$ cat src/hw/tcu_pkg.sv
// Package: register map, field layout and reset values of the capture unit
// Assumes: APB slave with 32-bit data, one aligned word per register
package tcu_pkg;

    localparam logic [11:0] ADDR_MODE_CTRL   = 12'h000;
    localparam logic [11:0] ADDR_HOLD        = 12'h004;
    localparam logic [11:0] ADDR_TIMER       = 12'h008;
    localparam logic [11:0] ADDR_TIMER_CTRL  = 12'h00C;
    localparam logic [11:0] ADDR_IRQ_FLAGS   = 12'h010;
    localparam logic [11:0] ADDR_IRQ_CLEAR   = 12'h014;
    localparam logic [11:0] ADDR_IRQ_ENABLES = 12'h018;
    localparam logic [11:0] ADDR_PORTC_DIR   = 12'h01C;
    localparam logic [11:0] ADDR_PORTC_OUT   = 12'h020;

    localparam int CAPTURE_IRQ_BIT  = 2;
    localparam int CAPTURE_PIN_BIT  = 2;
    localparam int MODE_W           = 4;
    localparam int TIMER_W          = 16;

    localparam logic [3:0] MODE_OFF       = 4'h0;
    localparam logic [3:0] MODE_CAP_FALL  = 4'h4;
    localparam logic [3:0] MODE_CAP_RISE  = 4'h5;
    localparam logic [3:0] MODE_CAP_RISE4 = 4'h6;
    localparam logic [3:0] MODE_CAP_RISE16 = 4'h7;

    localparam int TCTRL_ON_BIT   = 0;
    localparam int TCTRL_SRC_BIT  = 1;
    localparam int TCTRL_ASYNC_BIT = 2;

    localparam logic [3:0] MODE_RESET       = 4'h0;
    localparam logic [7:0] PORTC_DIR_RESET  = 8'hFF;
    localparam logic [7:0] PORTC_OUT_RESET  = 8'h00;
    localparam logic [2:0] TCTRL_RESET      = 3'h0;

    localparam int PRESC_W = 4;
    localparam logic [3:0] PRESC_LAST4  = 4'h3;
    localparam logic [3:0] PRESC_LAST16 = 4'hF;

    function automatic logic is_capture_mode(input logic [3:0] m);
        return (m[3:2] == 2'b01);
    endfunction

endpackage

$ cat src/hw/tcu_capture_unit.sv
// Capture channel: timer, edge event selection, holding register, APB slave, interrupt
// Assumes: APB master on clk; all pins synchronous to clk; single clock domain
`timescale 1ns/1ps

module tcu_capture_unit #(
    parameter int TCY_DIV = 4
) (
    input  wire logic        clk,
    input  wire logic        rst_n,
    input  wire logic        psel,
    input  wire logic        penable,
    input  wire logic        pwrite,
    input  wire logic [11:0] paddr,
    input  wire logic [31:0] pwdata,
    output logic      [31:0] prdata,
    output logic             pready,
    output logic             pslverr,
    input  wire logic        capture_pin_in,
    output logic             capture_pin_out,
    output logic             capture_pin_oe_n,
    input  wire logic        timer_ext_clk,
    output logic             irq
);
    ////////////////////////////////////////////////////////////////////////////
    localparam int TW = tcu_pkg::TIMER_W;

    typedef struct packed {
        logic [3:0]    mode;
        logic [TW-1:0] hold;
        logic [7:0]    irq_flags;
        logic [7:0]    irq_en;
        logic [7:0]    portc_dir;
        logic [7:0]    portc_out;
        logic [2:0]    tctrl;
        logic [3:0]    presc;
        logic [1:0]    tcy_cnt;
        logic          tick;
        logic [31:0]   rdata;
        logic          ready;
        logic          slverr;
        logic          irq;
        logic          pin_out;
        logic          pin_oe_n;
    } tcu_state_type;

    tcu_state_type st_r;
    tcu_state_type st_nxt;

    logic          rise;
    logic          fall;
    logic [TW-1:0] timer_count;
    logic          pin_level;
    logic          timer_load;

    ////////////////////////////////////////////////////////////////////////////
    // Pin seen through the port: output latch when driving, outside level otherwise
    assign pin_level = st_r.portc_dir[tcu_pkg::CAPTURE_PIN_BIT] ? capture_pin_in
                                                                : st_r.portc_out[tcu_pkg::CAPTURE_PIN_BIT];

    tcu_edge_det u_edge (
        .clk   (clk),
        .rst_n (rst_n),
        .pin   (pin_level),
        .rise  (rise),
        .fall  (fall)
    );

    assign timer_load = psel && penable && pwrite && !st_r.ready && (paddr == tcu_pkg::ADDR_TIMER);

    tcu_timer #(
        .WIDTH (TW)
    ) u_timer (
        .clk        (clk),
        .rst_n      (rst_n),
        .run        (st_r.tctrl[tcu_pkg::TCTRL_ON_BIT]),
        .ext_src    (st_r.tctrl[tcu_pkg::TCTRL_SRC_BIT]),
        .tick_en    (st_r.tick),
        .ext_clk_in (timer_ext_clk),
        .load       (timer_load),
        .load_val   (pwdata[TW-1:0]),
        .count      (timer_count)
    );

    ////////////////////////////////////////////////////////////////////////////
    always_comb begin
        logic       access;
        logic       event_hit;
        logic       mode_wr;
        logic [3:0] new_mode;
        access    = psel && penable && !st_r.ready;
        event_hit = 1'b0;
        mode_wr   = access && pwrite && (paddr == tcu_pkg::ADDR_MODE_CTRL);
        new_mode  = pwdata[3:0];
        st_nxt    = st_r;

        // Instruction-cycle enable from the divider
        st_nxt.tick = 1'b0;
        if (st_r.tcy_cnt == 2'(TCY_DIV - 1)) begin
            st_nxt.tcy_cnt = 2'h0;
            st_nxt.tick    = 1'b1;
        end else begin
            st_nxt.tcy_cnt = st_r.tcy_cnt + 2'h1;
        end

        // Event selection and prescaler
        if (!tcu_pkg::is_capture_mode(st_r.mode)) begin
            st_nxt.presc = '0;
        end else begin
            unique case (st_r.mode)
                tcu_pkg::MODE_CAP_FALL:  event_hit = fall;
                tcu_pkg::MODE_CAP_RISE:  event_hit = rise;
                tcu_pkg::MODE_CAP_RISE4: begin
                    if (rise) begin
                        event_hit    = (st_r.presc[1:0] == tcu_pkg::PRESC_LAST4[1:0]);
                        st_nxt.presc = st_r.presc + 4'h1;
                    end
                end
                tcu_pkg::MODE_CAP_RISE16: begin
                    if (rise) begin
                        event_hit    = (st_r.presc == tcu_pkg::PRESC_LAST16);
                        st_nxt.presc = st_r.presc + 4'h1;
                    end
                end
            endcase
        end

        // Capture overwrites whatever is held, read or not
        if (event_hit) begin
            st_nxt.hold = timer_count;
        end

        // APB access, answered one cycle after the access phase starts
        st_nxt.ready  = access;
        st_nxt.slverr = 1'b0;
        st_nxt.rdata  = '0;
        if (access) begin
            if (pwrite) begin
                unique case (paddr)
                    tcu_pkg::ADDR_MODE_CTRL: begin
                        st_nxt.mode = new_mode;
                        // Prescaler count survives a direct switch between capture modes
                        if (!tcu_pkg::is_capture_mode(new_mode)) begin
                            st_nxt.presc = '0;
                        end
                    end
                    tcu_pkg::ADDR_TIMER_CTRL:  st_nxt.tctrl = pwdata[2:0];
                    tcu_pkg::ADDR_IRQ_CLEAR:   st_nxt.irq_flags = st_r.irq_flags & ~pwdata[7:0];
                    tcu_pkg::ADDR_IRQ_ENABLES: st_nxt.irq_en = pwdata[7:0];
                    tcu_pkg::ADDR_PORTC_DIR:   st_nxt.portc_dir = pwdata[7:0];
                    tcu_pkg::ADDR_PORTC_OUT:   st_nxt.portc_out = pwdata[7:0];
                    tcu_pkg::ADDR_HOLD, tcu_pkg::ADDR_TIMER, tcu_pkg::ADDR_IRQ_FLAGS: ;
                    default:                   st_nxt.slverr = 1'b1;
                endcase
            end else begin
                unique case (paddr)
                    tcu_pkg::ADDR_MODE_CTRL:   st_nxt.rdata = {28'h0, st_r.mode};
                    tcu_pkg::ADDR_HOLD:        st_nxt.rdata = {16'h0, st_r.hold};
                    tcu_pkg::ADDR_TIMER:       st_nxt.rdata = {16'h0, timer_count};
                    tcu_pkg::ADDR_TIMER_CTRL:  st_nxt.rdata = {29'h0, st_r.tctrl};
                    tcu_pkg::ADDR_IRQ_FLAGS:   st_nxt.rdata = {24'h0, st_r.irq_flags};
                    tcu_pkg::ADDR_IRQ_ENABLES: st_nxt.rdata = {24'h0, st_r.irq_en};
                    tcu_pkg::ADDR_PORTC_DIR:   st_nxt.rdata = {24'h0, st_r.portc_dir};
                    tcu_pkg::ADDR_PORTC_OUT:   st_nxt.rdata = {24'h0, st_r.portc_out};
                    tcu_pkg::ADDR_IRQ_CLEAR:   st_nxt.rdata = '0;
                    default:                   st_nxt.slverr = 1'b1;
                endcase
            end
        end

        // Set after clear so a capture in the clearing cycle is kept.
        // A mode write that changes the mode to a different capture mode is treated as a
        // capture event for the flag only, which is the spurious interrupt software must mask.
        if (event_hit || (mode_wr && tcu_pkg::is_capture_mode(new_mode) && new_mode != st_r.mode)) begin
            st_nxt.irq_flags[tcu_pkg::CAPTURE_IRQ_BIT] = 1'b1;
        end

        st_nxt.irq      = |(st_nxt.irq_flags & st_nxt.irq_en);
        st_nxt.pin_out  = st_nxt.portc_out[tcu_pkg::CAPTURE_PIN_BIT];
        st_nxt.pin_oe_n = st_nxt.portc_dir[tcu_pkg::CAPTURE_PIN_BIT];
    end

    ////////////////////////////////////////////////////////////////////////////
    always_ff @(posedge clk or negedge rst_n) begin
        if (!rst_n) begin
            st_r           <= '0;
            st_r.mode      <= tcu_pkg::MODE_RESET;
            st_r.presc     <= '0;
            st_r.portc_dir <= tcu_pkg::PORTC_DIR_RESET;
            st_r.portc_out <= tcu_pkg::PORTC_OUT_RESET;
            st_r.tctrl     <= tcu_pkg::TCTRL_RESET;
            st_r.pin_oe_n  <= 1'b1;
        end else begin
            st_r <= st_nxt;
        end
    end

    assign prdata           = st_r.rdata;
    assign pready           = st_r.ready;
    assign pslverr          = st_r.slverr;
    assign irq              = st_r.irq;
    assign capture_pin_out  = st_r.pin_out;
    assign capture_pin_oe_n = st_r.pin_oe_n;

endmodule

$ cat src/hw/tcu_edge_det.sv
// Edge detector for the capture pin
// Assumes: pin already synchronous to clk; clock and reset shared with the top
`timescale 1ns/1ps

module tcu_edge_det (
    input  wire logic clk,
    input  wire logic rst_n,
    input  wire logic pin,
    output logic      rise,
    output logic      fall
);
    typedef struct packed {
        logic sync1;
        logic sync2;
        logic last;
    } tcu_edge_state_type;

    tcu_edge_state_type st_r;
    tcu_edge_state_type st_nxt;

    // Two stages before the edge compare; only the second stage is looked at
    always_comb begin
        st_nxt       = st_r;
        st_nxt.sync1 = pin;
        st_nxt.sync2 = st_r.sync1;
        st_nxt.last  = st_r.sync2;
    end

    always_ff @(posedge clk or negedge rst_n) begin
        if (!rst_n) begin
            st_r <= '0;
        end else begin
            st_r <= st_nxt;
        end
    end

    assign rise = st_r.sync2 & ~st_r.last;
    assign fall = ~st_r.sync2 & st_r.last;

endmodule

$ cat src/hw/tcu_timer.sv
// 16-bit timer count feeding the capture unit
// Assumes: ext_clk_in synchronous to clk; tick_en is the instruction-cycle enable
`timescale 1ns/1ps

module tcu_timer #(
    parameter int WIDTH = 16
) (
    input  wire logic             clk,
    input  wire logic             rst_n,
    input  wire logic             run,
    input  wire logic             ext_src,
    input  wire logic             tick_en,
    input  wire logic             ext_clk_in,
    input  wire logic             load,
    input  wire logic [WIDTH-1:0] load_val,
    output logic      [WIDTH-1:0] count
);
    typedef struct packed {
        logic [WIDTH-1:0] cnt;
        logic             ext_last;
    } tcu_timer_state_type;

    tcu_timer_state_type st_r;
    tcu_timer_state_type st_nxt;

    always_comb begin
        st_nxt          = st_r;
        st_nxt.ext_last = ext_clk_in;
        if (load) begin
            st_nxt.cnt = load_val;
        end else if (run) begin
            if (ext_src ? (ext_clk_in & ~st_r.ext_last) : tick_en) begin
                st_nxt.cnt = st_r.cnt + 1'b1;
            end
        end
    end

    always_ff @(posedge clk or negedge rst_n) begin
        if (!rst_n) begin
            st_r <= '0;
        end else begin
            st_r <= st_nxt;
        end
    end

    assign count = st_r.cnt;

endmodule

$ cat config.mk
export PLATFORM = sky130hd
export DESIGN_NAME = tcu_capture_unit
export DESIGN_NICKNAME = d
export VERILOG_FILES = /design/src/hw/tcu_pkg.sv /design/src/hw/tcu_capture_unit.sv /design/src/hw/tcu_edge_det.sv /design/src/hw/tcu_timer.sv
export SDC_FILE = /design/constraint.sdc
export NUM_CORES = 1
export LEC_CHECK = 0
export BUFFER_PORTS_ARGS = -buffer_cell sky130_fd_sc_hd__buf_2
export CAP_MARGIN = 20
export CORE_MARGIN = 1.5
export CORE_UTILIZATION = 60
export DETAILED_ROUTE_END_ITERATION = 6
export HOLD_SLACK_MARGIN = 0.12
export PLACE_DENSITY_LB_ADDON = 0.12
export SLEW_MARGIN = 0
export SYNTH_ARGS = -nofsm -noshare
export SYNTH_HDL_FRONTEND = slang
export SYNTH_SLANG_ARGS = --single-unit
$ cat constraint.sdc
create_clock -name clk -period 4.9 [get_ports clk]
set_input_delay 1.47 -clock clk [delete_from_list [all_inputs] [get_ports clk]]
set_output_delay 1.47 -clock clk [all_outputs]
set_load 0.1 [all_outputs]
### Word level (Yosys, flattened, before mapping)

Index checks and enable logic that the tools add are counted.

| storage, ports and cells | value |
|---|---|
| flip-flop bits (word level) | 117 |
| input bits | 51 |
| output and inout port bits | 37 |
| logic and storage cells | 102 |

| operators by class | value |
|---|---|
| add/subtract/negate cells | 3 |
| equal/unequal tests | 18 |
| muxes and demuxes | 29 |
| bitwise gates (word level) | 9 |
| reductions and logical operators | 22 |

Operators by type and width:

| cell | number |
|---|---|
| $pmux 16 s8 | 1 |
| $mux 16 | 5 |
| $mux 39 | 2 |
| $eq 12x5->1 const B | 4 |
| $mux 8 | 4 |
| $eq 12x4->1 const B | 2 |
| $mux 4 | 5 |
| $add 16x1->16 const B | 1 |
| $and 8x8->8 | 2 |
| $eq 4x3->1 const B | 4 |
| $eq 12x3->1 const B | 1 |
| $eq 12x6->1 const B | 1 |
| $logic_not 12->1 | 1 |
| $reduce_and 3->1 | 4 |
| $logic_and 1x1->1 | 9 |
| $mux 1 | 9 |
| $reduce_or 9->1 | 1 |
| $not 8->8 | 1 |
| $reduce_or 8->1 | 1 |
| $add 4x1->4 const B | 1 |
| $eq 2x1->1 const B | 2 |
| $eq 2x2->1 const B | 2 |
| $eq 4x4->1 const B | 1 |
| $ne 4x4->1 | 1 |
| other kinds (11) | 16 |

### Logic depth before layout (Yosys ltp)

Gate-level depths: netlist (run 1).

| depth | value |
|---|---|
| depth after elaboration | 12 |
| gate-level depth with buffers | 8 |
| gate-level depth less buffers | 6 |

### Hierarchy

Synthesis (run 1) repeated with hierarchy kept, for this count alone.

| second synthesis, totals | value |
|---|---|
| cells, all modules | 468 |
| area, all modules | 5201.2 µm² |

By module, submodules not included:

| module | instances | cells each | area an instance (µm²) | sequential area each (µm²) |
|---|---|---|---|---|
| tcu_capture_unit | 1 | 332 | 3947.5 | 2037.0 |
| tcu_timer | 1 | 131 | 1163.6 | 425.4 |
| tcu_edge_det | 1 | 5 | 90.1 | 75.1 |

### Least setup slack after synthesis (run 1)

No wires, ideal clock.

| timing path | value |
|---|---|
| path kind | input port to flip-flop |
| start | input paddr[3] |
| end | register st_r[49] (netlist bit) |
| setup time | 0.126 ns |
| arrival time | 2.973 ns |
| data required time | 4.774 ns |
| slack | 1.801 ns |
| cell stages on the path | 7 |
| path buffers | 2 |
| cell sequence | buf_4 > nor2_1 > and3_1 > nor2b_1 > and2_1 > buf_2 > mux2_2 |

| between the ends | value |
|---|---|
| longest elaborated chain between the ends | 2 |

Ends and longest elaborated chain:

| what | RTL line | RTL |
|---|---|---|
| start: declaration | tcu_capture_unit.sv:13 | `input wire logic [11:0] paddr,` |
| $eq 12x6->1 | tcu_capture_unit.sv:138 | `unique case (paddr)` |
| $reduce_and 3->1 (no source line) | n/a |  |
| end signal: assignment | tcu_capture_unit.sv:193 | `st_r <= st_nxt;` |
| end: declaration | tcu_capture_unit.sv:46 | `tcu_state_type st_r;` |

No other way between the ends.
A chain may end at the register's enable or synchronous reset.

### Final worst setup path (run 1)

| timing path | value |
|---|---|
| start | input paddr[5] |
| end | register u_timer.st_r, in the netlist u_timer.count[9] |

| between the ends | value |
|---|---|
| longest elaborated chain between the ends | 4 |
| elaborated cells between the ends (all ways) | 6 |
| those cells by class | 1 x eq/ne; 1 x mux; 4 x reduce/logical |

Ends and longest elaborated chain:

| what | RTL line | RTL |
|---|---|---|
| $eq 12x4->1 (*) | tcu_capture_unit.sv:68 | `assign timer_load = psel && penable && pwrite && !st_r.ready && (paddr == tcu_pkg::ADDR_TIMER);` |
| $logic_and 1x1->1 (*) | tcu_capture_unit.sv:68 |  |
| $reduce_bool 2->1 (no source line) | n/a |  |
| $reduce_and 2->1 (no source line) | n/a |  |
| end signal: assignment | tcu_timer.sv:42 | `st_r <= st_nxt;` |
| end: declaration | tcu_timer.sv:23 | `tcu_timer_state_type st_r;` |

Mark *: on every way between the ends. The rest lies on a longest branch, timed or not.

==> impl_metrics.yaml, run 1 <==
status:
  status: "finished clean"
placement:
  portBuffers: 55
  detailed_place_hpwl_um: 6980
  place_congestion: 0.948
timing:
  drv_slew: 0
  period_share: 0.706
  skew_ns: 0.0137
  setup_viol: 0
  finalHoldViolations: 0
  fmax_ghz: 0.289
  worst_pin_slew_ns: 1.01
  relSlewSlack: 0.324
  fin_crit_ns: 3.46
  tns_ns: 0
  rsz0062_at_grt: "no"
final_layout:
  post-route-util: 0.676
  num-nets-final: 526
  drive_gt1_frac: 0.302
  antenna_cells: 0
  areaGrowthSynthToFinish_pct: 7.88
worst_hold_path:
  hold_path.class: "reg2reg"
  worstHoldStart: "u_edge.st_nxt[1]$_DFF_PN0_"
  whs_path_depth: 0
  hold_path_end: "u_edge.st_nxt[0]$_DFF_PN0_"
critical_path:
  cp.required_ns: 5.17
  timing.rr.end: "irq$_DFF_PN0_"
  critPathKind: "in2reg"
  end_kind: "register"
  arrival_ns: 3.72
  r2r_slack_ns: 2.62
  worst-path-max-fanout: 31
  r2r.worst_path.cells: 7
  reg2reg_from: "st_r[98]$_DFFE_PN0N_"
  start_kind: "input pin"
cts:
  cts.htree.levels: 3
  cts_buffers: 9
  cts_resized: 0
  cts_tree: "done"
  cts_hold_buf: 0
  cts-root-buf: "clkbuf_8"
  cts_buffer_depth: 2
  cts_setup_buffers: 0
  clock_latency_ns: 0.37
  clkSinkCount: 101
  path_clk_slew_ns: 0.11
power:
  p_per_area_nw_per_um2: 286
  p_leak_uw: 0.00244
  peakVddDrop_mv: 0.172
route:
  wire_per_inst_um: 17.4
  routed_via_density: 5.91
  first_pass_iters: 4
  num_vias: 3419
  drt_iter0_markers: 167
  drc: 0
  ant_nets: 0
  routed_wl_um: 10100
logic_synthesis:
  yosys_warnings: 0
  seq_area_frac_synth: 0.519
  synth_ff_type: "dfrtp_1"
  ys_types: 59
  synth-edff-count: 0
  ys_ff_latch: 101
  async_flop_share: 1.00
  synth_area_um2: 4890
  syn_inst: 431
  syn_area_per_cell_um2: 11.4
global_route:
  grt_max_degree: 52
  overflow: 0
  grt_pass1_wl_um: 16600
  grt_usage: 0.255
  antenna_found_initial: 0
  first_global_vias: 3344
floorplanning:
  top_level_ports: 88
  initial_core_util: 0.627
  core_region_area_um2: 7810
  fp.dieArea_um2: 8700
  die_height_um: 93.3
  rows: 32
  die_x_um: 93.3
job:
  maxCapViolCount: 0
-- critical path, cell delays in order --
cell and delay [ns]:
buf_2 0.14, or4_1 0.63, nor2_1 0.15, buf_4 0.23, nand2_1 0.60, mux2_2 0.50
-- metal layers --
metal / part of all wire / track usage / up-vias
met1: 0.45 / 0.360 / 1706
met3: 0.050 / 0.0366 / 22
li1: - / - / 1582
met2: 0.48 / 0.395 / 109
met4: 0.021 / 0.107 / 0
met5: 0 / 0 / -
-- area by class of cell --
cell class	instances	area (um^2)
repair buffers	60	323
flip-flops and latches	101	2540
inverters	6	22.5
clock inverters	6	52.6
clock buffers	10	138
fillers	614	2530
multi-input cells	294	2080
well taps	102	128
-- power by group --
group	internal, uW	switching (uW)
Sequential	843	13.3
Clock	208	304
Combinational	29.3	111
-- layout by cell type (no fill, tap or decap), types with 4 or more instances in the layout --
| cell | synthesis | layout |
|---|---|---|
| o21ai_0 | 6 | 6 |
| nand4_1 | 6 | 6 |
| a21boi_0 | 8 | 8 |
| buf_4 | 33 | 5 |
| a21oi_1 | 21 | 21 |
| mux2_2 | 47 | 47 |
| clkbuf_8 | 0 | 10 |
| dfstp_2 | 8 | 8 |
| nor2_1 | 42 | 42 |
| a31oi_1 | 6 | 6 |
| xnor2_1 | 9 | 9 |
| a22oi_1 | 23 | 23 |
| nor3_1 | 5 | 5 |
| conb_1 | 1 | 16 |
| dfrtp_1 | 93 | 93 |
| buf_2 | 3 | 54 |
| xor2_1 | 11 | 11 |
| inv_1 | 6 | 6 |
| nor2b_1 | 4 | 4 |
| nand2_1 | 31 | 31 |
| nand3_1 | 8 | 8 |
-- cells in the mapped netlist, types with 2 or more instances --
| cell | count | area, um^2 |
|---|---|---|
| ha_1 | 3 | 37.5 |
| mux2_2 | 47 | 529 |
| a222oi_1 | 2 | 20.0 |
| nor2b_1 | 4 | 25.0 |
| and2_1 | 3 | 18.8 |
| and3_1 | 3 | 18.8 |
| nand2_1 | 31 | 116 |
| buf_2 | 3 | 15.0 |
| buf_4 | 33 | 248 |
| or4_1 | 2 | 15.0 |
| nand4_1 | 6 | 37.5 |
| a21oi_1 | 21 | 105 |
| mux2i_1 | 3 | 30.0 |
| a21boi_0 | 8 | 60.1 |
| nor3_1 | 5 | 25.0 |
| xor2_1 | 11 | 96.3 |
| clkbuf_1 | 7 | 26.3 |
| dfstp_2 | 8 | 210 |
| a31oi_1 | 6 | 37.5 |
| nor4_4 | 3 | 63.8 |
| nand3_1 | 8 | 40.0 |
| nor3_2 | 2 | 20.0 |
| buf_6 | 2 | 22.5 |
| nor4b_1 | 2 | 17.5 |
| a22oi_1 | 23 | 173 |
| nor2_1 | 42 | 158 |
| dfrtp_1 | 93 | 2330 |
| xnor2_1 | 9 | 78.8 |
| o21ai_0 | 6 | 30.0 |
| inv_1 | 6 | 22.5 |
-- kinds of logic after synthesis --
group | count (synthesis) | synth area share
muxes | 51 | 0.119
other | 1 | 0.000767
DFF | 101 | 0.519
buffers and inverters | 51 | 0.0683
and+or+nand+nor | 126 | 0.141
adders and majority gates | 3 | 0.00767
AOI/OAI and AO/OA | 78 | 0.108
xor gates and xnor gates | 20 | 0.0358
-- sequential cells by signal (all words and copies together), names as in the netlist --
name / cells
u_timer.count: 16
u_edge.st_r: 1
u_timer.st_r: 1
irq: 1
u_edge.st_nxt: 2
pslverr: 1
st_r: 62
pready: 1
prdata: 16
-- worst max path at each step --
stage	startpoint	to	slack [ns]	cells after the start
2_1_floorplan	paddr[3]	st_r[49]$_DFFE_PN0P_	1.80	7
3_5_place_dp	paddr[5]	u_timer.count[9]$_DFFE_PN0P_	1.04	6
5_1_grt	paddr[3]	u_timer.count[6]$_DFFE_PN0P_	1.27	8
4_1_cts	paddr[5]	u_timer.count[9]$_DFFE_PN0P_	1.44	6
6_report	paddr[5]	u_timer.count[9]$_DFFE_PN0P_	1.44	6
3_3_place_gp	paddr[5]	u_timer.count[9]$_DFFE_PN0P_	1.04	6
-- per-stage QoR --
stage | instances | worst slack, ns | hold slack, ns | total power, uW | cell area, um^2
after global routing | 579 | 1.27 | 0.398 | 1570 | 5280
after CTS | 578 | 1.44 | 0.384 | 1520 | 5260
after global placement | 562 | 1.04 | 0.371 | 1010 | 5070
final | 579 | 1.44 | 0.376 | 1510 | 5280
after floorplan | 446 | 1.80 | 0.331 | 973 | 4950
after detailed placement | 562 | 1.04 | 0.366 | 1010 | 5070
Note: power is estimated with default switching activity, not from simulation.
==> inputs of run 2 (changes only) <==
- CORE_UTILIZATION: 60 -> 56
- clock period: 4.9 -> 3.5 ns (I/O delays scaled with it)
==> impl_metrics.yaml, run 2 (same netlist as run 1, synthesis figures left out) <==
status:
  status: "finished clean"
floorplanning:
  core_region_area_um2: 8340
  die_x_um: 96.5
  initial_core_util: 0.587
  die_height_um: 96.5
  top_level_ports: 88
  rows: 33
  fp.dieArea_um2: 9310
critical_path:
  slowest_delay_ns: 0.56
  slowest_stage: "nor4b_1"
  end_kind: "register"
  cp.required_ns: 3.76
  r2r_slack_ns: 1.20
  arrival_ns: 3.13
  reg2reg_from: "pready$_DFF_PN0_"
  timing.rr.end: "irq$_DFF_PN0_"
  cp_cell_sequence: "buf_2 -> nor4b_1 -> nand4_2 -> mux2_2 -> nand2_1 -> nand3_1 -> a211o_1"
  critPathKind: "in2reg"
  start_kind: "input pin"
  setup.worst_path.start: "paddr[3]"
  worst-path-max-fanout: 11
  crit_end: "irq$_DFF_PN0_"
  r2r.worst_path.cells: 6
final_layout:
  drive_gt1_frac: 0.312
  layout_commonest_cell: "dfrtp_1"
  largest_reg_flops: 62
  num-nets-final: 533
  areaGrowthSynthToFinish_pct: 9.46
  top_register: "st_r"
  most-common-layout-cells: "dfrtp_1 (93), buf_2 (54), mux2_2 (47)"
  antenna_cells: 0
  fillers: 690
power:
  p_leak_uw: 0.00248
  p_per_area_nw_per_um2: 405
  peakVddDrop_mv: 0.236
  finalPower_uw: 2170
cts:
  cts_resized: 0
  cts_setup_buffers: 0
  clkSinkCount: 101
  cts.htree.levels: 3
  cts-root-buf: "clkbuf_8"
  path_clk_slew_ns: 0.11
  clock_latency_ns: 0.38
  cts_tree: "done"
  cts_hold_buf: 0
  cts_buffers: 9
  cts_buffer_depth: 2
route:
  wire_per_inst_um: 17.5
  num_vias: 3394
  drc: 0
  routed_wl_um: 10300
  first_pass_iters: 5
  routed_via_density: 5.76
  drt_iter0_markers: 207
  ant_nets: 0
timing:
  setup_viol: 0
  period_share: 0.820
  relSlewSlack: 0.551
  fin_crit_ns: 2.87
  worst_pin_slew_ns: 0.674
  drv_slew: 0
  finalHoldViolations: 0
  rsz0062_at_grt: "no"
  tns_ns: 0
  fmax_ghz: 0.349
  skew_ns: 0.0132
global_route:
  grt_pass1_wl_um: 16700
  first_global_vias: 3280
  overflow: 0
  antenna_found_initial: 0
  grt_max_degree: 53
  grt_usage: 0.241
placement:
  portBuffers: 55
  detailed_place_hpwl_um: 6980
  place_congestion: 0.962
job:
  maxCapViolCount: 0
worst_hold_path:
  hold_path.class: "reg2reg"
  whs_path_depth: 0
[run 2: changes by cell type in the layout (fill, tap and decap cells not counted), sizes merged]
cell and change:
inv -2, bufinv +1, clkinv +2, buf +7, clkbuf -1
[run 2: worst min path at each step]
stage,startpoint,endpoint
after detailed placement,u_edge.st_nxt[1]$_DFF_PN0_,u_edge.st_nxt[0]$_DFF_PN0_
after floorplan,u_edge.st_nxt[1]$_DFF_PN0_,u_edge.st_nxt[0]$_DFF_PN0_
after global routing,u_edge.st_nxt[1]$_DFF_PN0_,u_edge.st_nxt[0]$_DFF_PN0_
final,u_edge.st_nxt[1]$_DFF_PN0_,u_edge.st_nxt[0]$_DFF_PN0_
after global placement,u_edge.st_nxt[1]$_DFF_PN0_,u_edge.st_nxt[0]$_DFF_PN0_
after CTS,u_edge.st_nxt[1]$_DFF_PN0_,u_edge.st_nxt[0]$_DFF_PN0_
[run 2: critical path, delay by kind of cell]
kind / cells / cell delay (ns)
AOI/OAI and AO/OA: 1 / 0.28
muxes: 1 / 0.42
and+or+nand+nor: 4 / 1.16
buffers and inverters: 1 / 0.21
[run 2: per-stage QoR]
step           hold WS [ns]  setup slack (ns)  area [um^2]  std cells  utilization
5_1_grt               0.418             0.559         5360        589        0.642
6_report              0.397             0.631         5360        589        0.642
4_1_cts               0.409             0.713         5360        589        0.642
3_5_place_dp          0.366             0.323         5150        573        0.617
3_3_place_gp          0.376             0.357         5150        573        0.617
2_1_floorplan         0.331             0.821         4950        446            -
[run 2: layer usage]
layer | vias up | GRT usage | wire [um]
met2 | 118 | 0.381 | 4860
met4 | 0 | 0.0990 | 208
met1 | 1669 | 0.336 | 4740
met5 | - | 0 | 0
li1 | 1589 | - | -
met3 | 18 | 0.0352 | 528
[run 2: area by class of cell]
type | count | area [um^2] | share of cell area
inverter | 6 | 22.5 | 0.00421
tap | 105 | 131 | 0.0245
clock buffer | 9 | 124 | 0.0231
sequential | 101 | 2540 | 0.474
multi-input combinational | 294 | 2080 | 0.388
clock inverter | 7 | 82.6 | 0.0154
timing repair buffer | 67 | 380 | 0.0710
[run 2: report_power, final]
| part | total, uW | internal (uW) | switching [uW] |
|---|---|---|---|
| registers | 1200 | 1180 | 19.6 |
| clock network | 767 | 340 | 427 |
| logic | 199 | 42.5 | 156 |
